$ cat src/bps_cfg.svh
`ifndef BPS_CFG_SVH
`define BPS_CFG_SVH
// ****************************************************************
// clock and timing
// ****************************************************************
`define BPS_CLK_KHZ      250000
`define BPS_SW_KHZ       300
`define BPS_SW_DIV       (`BPS_CLK_KHZ / `BPS_SW_KHZ)
`define BPS_SS_TIME_US   2000
`define BPS_SS_CYCLES    (`BPS_SS_TIME_US * (`BPS_CLK_KHZ / 1000))
`define BPS_FLT_TIME_NS  30000
`define BPS_FLT_CYCLES   ((`BPS_FLT_TIME_NS * (`BPS_CLK_KHZ / 1000)) / 1000)
`define BPS_OC_PERSIST   10
`define BPS_EVENT_LIMIT  3
`define BPS_REF_BITS     8
`define BPS_SYNC_RESET   6'h00
`endif

$ cat src/bps_pkg.sv
package bps_pkg;
    typedef enum logic [2:0] {
        BPS_ST_RESET = 3'h0,
        BPS_ST_WAIT  = 3'h1,
        BPS_ST_SOFT  = 3'h2,
        BPS_ST_RUN   = 3'h3,
        BPS_ST_LATCH = 3'h4
    } bps_state_t;

    // digitized comparator outputs, all asynchronous to ref_clk
    typedef struct packed {
        logic control_supply;        // above start-up / not below power-down
        logic current_limit_enable;  // pin above enable threshold
        logic phase_below_limit;     // switch-node sense below limit level
        logic overvoltage_detect;    // feedback above overvoltage level
        logic undervoltage_detect;   // feedback below undervoltage level
        logic pwm_on;                // modulator requests upper on
    } bps_cmp_t;

    typedef struct packed {
        logic upper;                 // high-side gate drive
        logic lower;                 // low-side gate drive
    } bps_drive_t;

    typedef struct packed {
        bps_state_t state;           // sequencer state
        logic       latched_off;     // protection latch-off
        logic [1:0] oc_events;       // overcurrent trips so far
        logic [1:0] uv_events;       // undervoltage events so far
    } bps_status_t;
endpackage

$ cat src/bps_persist.sv
`timescale 1ns/1ns
`include "bps_cfg.svh"
module bps_persist #(
    parameter int LIMIT = 10,
    parameter int W     = $clog2(LIMIT + 1)
) (
    input  wire logic ref_clk,   // system clock
    input  wire logic reset,     // synchronous, active high
    input  wire logic clear,     // restart the count
    input  wire logic sample,    // one-cycle sampling enable
    input  wire logic cond,      // condition under test
    output logic      active,    // condition has persisted LIMIT samples
    output logic      fire       // pulse on reaching LIMIT
);
    localparam logic [W-1:0] LIM = W'(LIMIT);
    logic [W-1:0] cnt_r;

    initial begin
        if (LIMIT < 1) $error("bps_persist: LIMIT must be at least 1");
    end

    always_ff @(posedge ref_clk) begin
        if (reset || clear) begin
            cnt_r <= '0;
        end else if (sample) begin
            if (!cond) begin
                cnt_r <= '0;
            end else if (cnt_r != LIM) begin
                cnt_r <= cnt_r + W'(1);
            end
        end
    end

    assign fire   = sample && cond && !clear && (cnt_r == LIM - W'(1));
    assign active = (cnt_r == LIM);
endmodule

$ cat src/bps_top.sv
`timescale 1ns/1ns
`include "bps_cfg.svh"
module bps_top #(
    parameter int SS_CYCLES  = `BPS_SS_CYCLES,
    parameter int FLT_CYCLES = `BPS_FLT_CYCLES,
    parameter int REF_BITS   = `BPS_REF_BITS
) (
    input  wire logic          ref_clk,   // 250 MHz clock
    input  wire logic          reset,     // synchronous, active high
    input  bps_pkg::bps_cmp_t  cmp_in,    // raw comparator outputs
    output bps_pkg::bps_drive_t gate,     // gate drive outputs
    output logic [REF_BITS-1:0] ref_code, // soft-start reference code
    output bps_pkg::bps_status_t status   // sequencer status
);
    localparam int SW_DIV = `BPS_SW_DIV;
    localparam int SS_STEP = SS_CYCLES / (2 ** REF_BITS);
    localparam int SSW = $clog2(SS_STEP + 1);
    localparam logic [REF_BITS-1:0] REF_FULL = '1;
    localparam logic [1:0] EV_LAST = 2'(`BPS_EVENT_LIMIT - 1);

    initial begin
        if (SS_STEP < 1) $error("bps_top: SS_CYCLES too small");
        if (FLT_CYCLES < 1) $error("bps_top: FLT_CYCLES too small");
    end

    // ****************************************************************
    // input synchronisers
    // ****************************************************************
    bps_pkg::bps_cmp_t meta_r;
    bps_pkg::bps_cmp_t cmp_r;
    always_ff @(posedge ref_clk) begin
        if (reset) begin
            meta_r <= `BPS_SYNC_RESET;
            cmp_r  <= `BPS_SYNC_RESET;
        end else begin
            meta_r <= cmp_in;
            cmp_r  <= meta_r;
        end
    end

    // ****************************************************************
    // switching-rate divider
    // ****************************************************************
    logic [$clog2(SW_DIV)-1:0] div_r;
    logic                      sw_tick;
    assign sw_tick = (div_r == ($clog2(SW_DIV))'(SW_DIV - 1));
    always_ff @(posedge ref_clk) begin
        if (reset || sw_tick) begin
            div_r <= '0;
        end else begin
            div_r <= div_r + ($clog2(SW_DIV))'(1);
        end
    end

    // ****************************************************************
    // protection filters
    // ****************************************************************
    bps_pkg::bps_state_t state_r;
    logic switching;
    logic hi_r;
    logic [1:0] hi_pipe_r;
    logic lo_r;
    logic oc_seen_r;
    logic oc_seen_now;
    logic oc_block_r;
    logic oc_fire;
    logic ov_fire;
    logic uv_fire;
    logic uv_active;
    logic [1:0] oc_cnt_r;
    logic [1:0] uv_cnt_r;
    logic oc_sense;
    assign switching = (state_r == bps_pkg::BPS_ST_SOFT) ||
                       (state_r == bps_pkg::BPS_ST_RUN);
    // sense sample lines up with the synchroniser delay of the drive
    assign oc_sense = hi_r && hi_pipe_r[1] && cmp_r.phase_below_limit;
    assign oc_seen_now = oc_seen_r || oc_sense;
    always_ff @(posedge ref_clk) begin
        if (reset || !switching || sw_tick) begin
            oc_seen_r <= 1'b0;
        end else if (oc_sense) begin
            oc_seen_r <= 1'b1;
        end
    end
    bps_persist #(.LIMIT(`BPS_OC_PERSIST)) u_oc_filt (
        .ref_clk (ref_clk),
        .reset   (reset),
        .clear   (!switching || oc_block_r),
        .sample  (sw_tick),
        .cond    (oc_seen_now),
        .active  (),
        .fire    (oc_fire)
    );
    bps_persist #(.LIMIT(FLT_CYCLES + 1)) u_ov_filt (
        .ref_clk (ref_clk),
        .reset   (reset),
        .clear   (!switching),
        .sample  (1'b1),
        .cond    (cmp_r.overvoltage_detect),
        .active  (),
        .fire    (ov_fire)
    );
    bps_persist #(.LIMIT(FLT_CYCLES + 1)) u_uv_filt (
        .ref_clk (ref_clk),
        .reset   (reset),
        .clear   (state_r != bps_pkg::BPS_ST_RUN),
        .sample  (1'b1),
        .cond    (cmp_r.undervoltage_detect),
        .active  (uv_active),
        .fire    (uv_fire)
    );
    // upper off for the whole next switching cycle; set wins over clear
    always_ff @(posedge ref_clk) begin
        if (reset || !switching) begin
            oc_block_r <= 1'b0;
        end else if (oc_fire) begin
            oc_block_r <= 1'b1;
        end else if (sw_tick) begin
            oc_block_r <= 1'b0;
        end
    end
    always_ff @(posedge ref_clk) begin
        if (reset || state_r == bps_pkg::BPS_ST_RESET) begin
            oc_cnt_r <= 2'h0;
            uv_cnt_r <= 2'h0;
        end else begin
            if (oc_fire && oc_cnt_r != EV_LAST + 2'h1) begin
                oc_cnt_r <= oc_cnt_r + 2'h1;
            end
            if (uv_fire && uv_cnt_r != EV_LAST + 2'h1) begin
                uv_cnt_r <= uv_cnt_r + 2'h1;
            end
        end
    end

    // ****************************************************************
    // sequencer
    // ****************************************************************
    logic trip_latch;
    logic [SSW-1:0] step_r;
    assign trip_latch = ov_fire ||
                        (oc_fire && oc_cnt_r == EV_LAST) ||
                        (uv_fire && uv_cnt_r == EV_LAST);
    always_ff @(posedge ref_clk) begin
        if (reset) begin
            state_r <= bps_pkg::BPS_ST_RESET;
        end else if (!cmp_r.control_supply) begin
            state_r <= bps_pkg::BPS_ST_RESET;
        end else begin
            case (state_r)
                bps_pkg::BPS_ST_RESET: begin
                    state_r <= bps_pkg::BPS_ST_WAIT;
                end
                bps_pkg::BPS_ST_WAIT: begin
                    if (cmp_r.current_limit_enable) begin
                        state_r <= bps_pkg::BPS_ST_SOFT;
                    end
                end
                bps_pkg::BPS_ST_SOFT, bps_pkg::BPS_ST_RUN: begin
                    if (trip_latch) begin
                        state_r <= bps_pkg::BPS_ST_LATCH;
                    end else if (!cmp_r.current_limit_enable) begin
                        state_r <= bps_pkg::BPS_ST_WAIT;
                    end else if (ref_code == REF_FULL) begin
                        state_r <= bps_pkg::BPS_ST_RUN;
                    end
                end
                bps_pkg::BPS_ST_LATCH: begin
                    state_r <= bps_pkg::BPS_ST_LATCH;
                end
                default: begin
                    state_r <= bps_pkg::BPS_ST_RESET;
                end
            endcase
        end
    end

    // ****************************************************************
    // soft-start reference ramp
    // ****************************************************************
    always_ff @(posedge ref_clk) begin
        if (reset || !switching) begin
            step_r   <= '0;
            ref_code <= '0;
        end else if (ref_code != REF_FULL) begin
            if (step_r == SSW'(SS_STEP - 1)) begin
                step_r   <= '0;
                ref_code <= ref_code + REF_BITS'(1);
            end else begin
                step_r <= step_r + SSW'(1);
            end
        end
    end

    // ****************************************************************
    // gate drive with break-before-make
    // ****************************************************************
    logic want_hi;
    logic want_lo;
    logic gate_ok;
    assign gate_ok = switching && !trip_latch && !uv_active && !uv_fire;
    assign want_hi = gate_ok && cmp_r.pwm_on && !oc_block_r && !oc_fire;
    assign want_lo = gate_ok && !cmp_r.pwm_on;
    always_ff @(posedge ref_clk) begin
        if (reset) begin
            hi_r <= 1'b0;
            lo_r <= 1'b0;
            hi_pipe_r <= 2'h0;
        end else begin
            hi_r <= want_hi && !lo_r;
            lo_r <= want_lo && !hi_r;
            hi_pipe_r <= {hi_pipe_r[0], hi_r};
        end
    end
    assign gate.upper         = hi_r;
    assign gate.lower         = lo_r;
    assign status.state       = state_r;
    assign status.latched_off = (state_r == bps_pkg::BPS_ST_LATCH);
    assign status.oc_events   = oc_cnt_r;
    assign status.uv_events   = uv_cnt_r;
endmodule

$ cat config.mk
export PLATFORM = sky130hd
export DESIGN_NAME = bps_top
export DESIGN_NICKNAME = d
export VERILOG_FILES = /design/src/bps_pkg.sv /design/src/bps_persist.sv /design/src/bps_top.sv
export VERILOG_INCLUDE_DIRS = /design/src
export SDC_FILE = /design/constraint.sdc
export NUM_CORES = 1
export LEC_CHECK = 0
export BUFFER_PORTS_ARGS = -buffer_cell sky130_fd_sc_hd__buf_4
export CAP_MARGIN = 20
export CORE_ASPECT_RATIO = 0.6
export CORE_UTILIZATION = 54
export CTS_CLUSTER_SIZE = 20
export DETAILED_ROUTE_END_ITERATION = 10
export HOLD_SLACK_MARGIN = 0.15
export PLACE_DENSITY = 0.75
export SLEW_MARGIN = 10
export SYNTH_ARGS = -nofsm -noshare
export SYNTH_HDL_FRONTEND = slang
export SYNTH_SLANG_ARGS = --single-unit
$ cat constraint.sdc
create_clock -name ref_clk -period 1.7 [get_ports ref_clk]
set_clock_uncertainty 0.2 [all_clocks]
set_input_delay 0.425 -clock ref_clk [delete_from_list [all_inputs] [get_ports ref_clk]]
set_output_delay 0.425 -clock ref_clk [all_outputs]
set_load 0.02 [all_outputs]
==> results.md <==
- Status: finished, violations left
- Failing checks: negative setup slack
- Die height: 69.1 um
- Remaining DRCs: 0
- Global Route met2 Usage: around 45%
- Fin util: between 70% and 80%
- Layout cell share with drive strength beyond 1: 39.7%
- HP Class: input port to flip-flop
- Row count: 24
- EDFF count, synth: 0
- Antenna Nets Post-Route: 0
- Leading cell type in the layout, fill and taps excluded: buf_4
- Grt met1 use: a little under two fifths
- Die X: between 100 and 150 um
- Lkg Pwr: about 2.1 nW
- Fin. Hold Viols: 0
- Syn. warnings: 0
- Largest area contributor in the netlist: dfxtp_1
- Place WS: -144 ps
- Reg-to-reg slack, setup: -150 ps
- Period utilization: 109%
- Met3 GRT Util: between 6 and 7%
- Synthesis-to-finish area growth: 43.1%
- Gr busiest metal: met2
- Clk sinks: 84
- Synthesized net count: between 400 and 500
- Finished Layout Cells: 681
- Final wirelength: between 10 and 15 mm
- Initial Util: 55.8%
- Most frequent cells in the layout: buf_4 (105), dfxtp_1 (62), nor2_1 (41)
- Hold_ws: between 150 and 200 ps
- Slew @ Worst Pin: between 700 and 800 ps
- Min cycle time layout: ~1900 ps
- Vias in the first global route: 3622
- DR WL/cell: ~18 um
- Hold_sp: reset
- Post-Syn Area per Cell: 8.84 um^2
- # Max-Cap Violations: 0
- Ports: 26
- Initial antenna violation count: 0
- H-Tree Depth: 3
- Filler cell count in the final layout: approximately 420
- Setup_tns: -1640 ps
- Post-synthesis cell type count: 62
- Peak supply drop: around 0.00067 V
- Bufs on Longest Clock Path: 2
- RSZ-0062 raised after global routing: true
- N_diodes: 0
- Slew margin rel.: roughly 49%
- Fmax: between 500 and 600 MHz
- Yosys reg bits: 84
- TritonCTS Buffers: 9
- Top-area cell type share of the netlist area: 41.4%
- WS Path Type: flip-flop to flip-flop
- RR Startpoint: step_r[1]
- Largest net degree at the start of global routing: 14
- Via count: 4033
- Post-Synthesis Cells: between 400 and 500
- Crit path from: step_r[1]
- Worst setup margin: -151 ps
- P per Cell Area: 707 mW/mm^2
- Gp weighted congestion: between 0.8 and 0.9
- # placed instances: ~650
- Critical path fanouts, max: 7
- Port bufs: 25
- Crit path arrival time: about 1900 ps
- CTS root buf: clkbuf_16
- Drt pass-1 iters: 5
- Top post-synthesis cells by area: dfxtp_1 (41%), ha_1 (5.6%), nor2_1 (4.2%), xnor2_1 (3.7%), nand3_1 (3.1%)
- Clk pin slew, worst setup/hold paths: roughly 60 ps
- DRT iter0 DRCs: 295
- Dominant synthesized flop cell: dfxtp_1
- Die ar.: between 0.007 and 0.008 mm^2
- All-layer global routing usage: ~28%
- DP Wirelength: 7.19 mm
- CTS tree: yes
- Sequential area share after synthesis: between 40 and 50%
- Grt ovf: 0
- Critical path required time: between 1500 and 2000 ps
- Worst setup EP type: flip-flop
- Final setup violating endpoints: 30
- Fin nets: between 500 and 600
- Final slew viol count: 0
- Ys async rst share: 0%
- Core area: roughly 0.0073 mm^2
- Worst-skew pair later-pin latency: 350 ps
- Synth Cell Area: ~0.004 mm^2
- Startpoint types: flip-flop
- First-pass GRT wire length: between 15 and 20 mm
- Drt via density: between 5 and 6
==> area by class of cell <==
| class | instances | area [um^2] | share of cell area, % |
|---|---|---|---|
| clock buffers | 11 | 253 | 4.35 |
| clock inverters | 5 | 50.0 | 0.862 |
| inverters | 19 | 73.8 | 1.27 |
| multi-input cells | 340 | 2660 | 45.7 |
| flip-flops and latches | 84 | 1720 | 29.6 |
| well taps | 104 | 130 | 2.24 |
| repair buffers | 118 | 927 | 16.0 |
==> registers in the layout (all words and copies together) (netlist names), 2 cells and up <==
signal and cells:
u_ov_filt.cnt_r 13, step_r 11, state_r 3, div_r 10
cmp_r 6, ref_code 8, hi_pipe_r 2, oc_cnt_r 2
u_uv_filt.cnt_r 13, uv_cnt_r 2, u_oc_filt.cnt_r 4, meta_r 6
==> critical path, cell delays in order (launching register included) <==
cell	delay [ps]
dfxtp_1	320
inv_2	80
ha_4	130
nor4b_4	250
nand2_2	180
or4_4	470
a21oi_2	160
==> per-stage QoR <==
step,total power [mW],cell area [um^2]
floorplan,2.07,4120
global placement,2.11,4910
detailed placement,2.12,4910
CTS,4.12,5440
global route,4.20,5810
finish,4.11,5810
==> layer usage <==
metal,up-vias,wire length [um]
li1,1859,-
met1,1973,5410
met3,24,709
met2,177,5790
met5,-,0
met4,0,226
==> logic make-up (layout without fill, tap and decap cells) <==
family	count (synthesis)	count (layout)	share of synthesized area (%)
buffers and inverters	35	153	4.13
multiplexers	5	5	1.23
flip-flops	84	84	41.4
AO/OA/AOI/OAI	67	67	10.7
adder cells (fa/ha/maj)	18	18	5.55
AND/OR/NAND/NOR	220	220	30.5
XOR/XNOR	30	30	6.48
==> timing repair <==
item	4_1_cts	5_1_grt
setup buffers	4	10
resized for setup	34	75
hold buffers	6	0
pin swaps	16	25
setup endpoints to repair	29	52
cloned	0	1
endpoints found under the hold margin	6	0
==> final timing paths <==
check,end,cells past startpoint
setup / recovery,ref_code[3],6
hold / removal,hi_pipe_r[0],3
hold reg to reg,cmp_r[1],1
setup reg to reg,ref_code[3],6
==> cell usage after synthesis, drive strengths merged, types with 2 or more instances <==
cell type   n
o2111ai     3
ha         18
xnor2      17
o2bb2ai     2
o21a        3
or4         4
a31o        2
inv        19
xor2       13
and4        4
and2        6
and4b       2
nand4      15
a211oi      2
nor3       14
dfxtp      84
o21ai      18
mux2i       5
nand3      25
nor4       11
a31oi       2
nor2b      16
nor3b       3
clkbuf      6
nand2b      6
nor2       46
or3        11
o31ai       7
and3        9
nand2      34
nand4b      2
nand4bb     3
nand3b      3
nor4b       3
a21oi      19
buf        10
==> report_power, final <==
part,internal [mW],switching (mW),total (mW)
Clock,1.21,0.805,2.01
Sequential,1.98,0.0131,2.00
Combinational,0.0504,0.0461,0.0965
Total,3.24,0.864,4.11
Power figures use the tool's default switching activity.
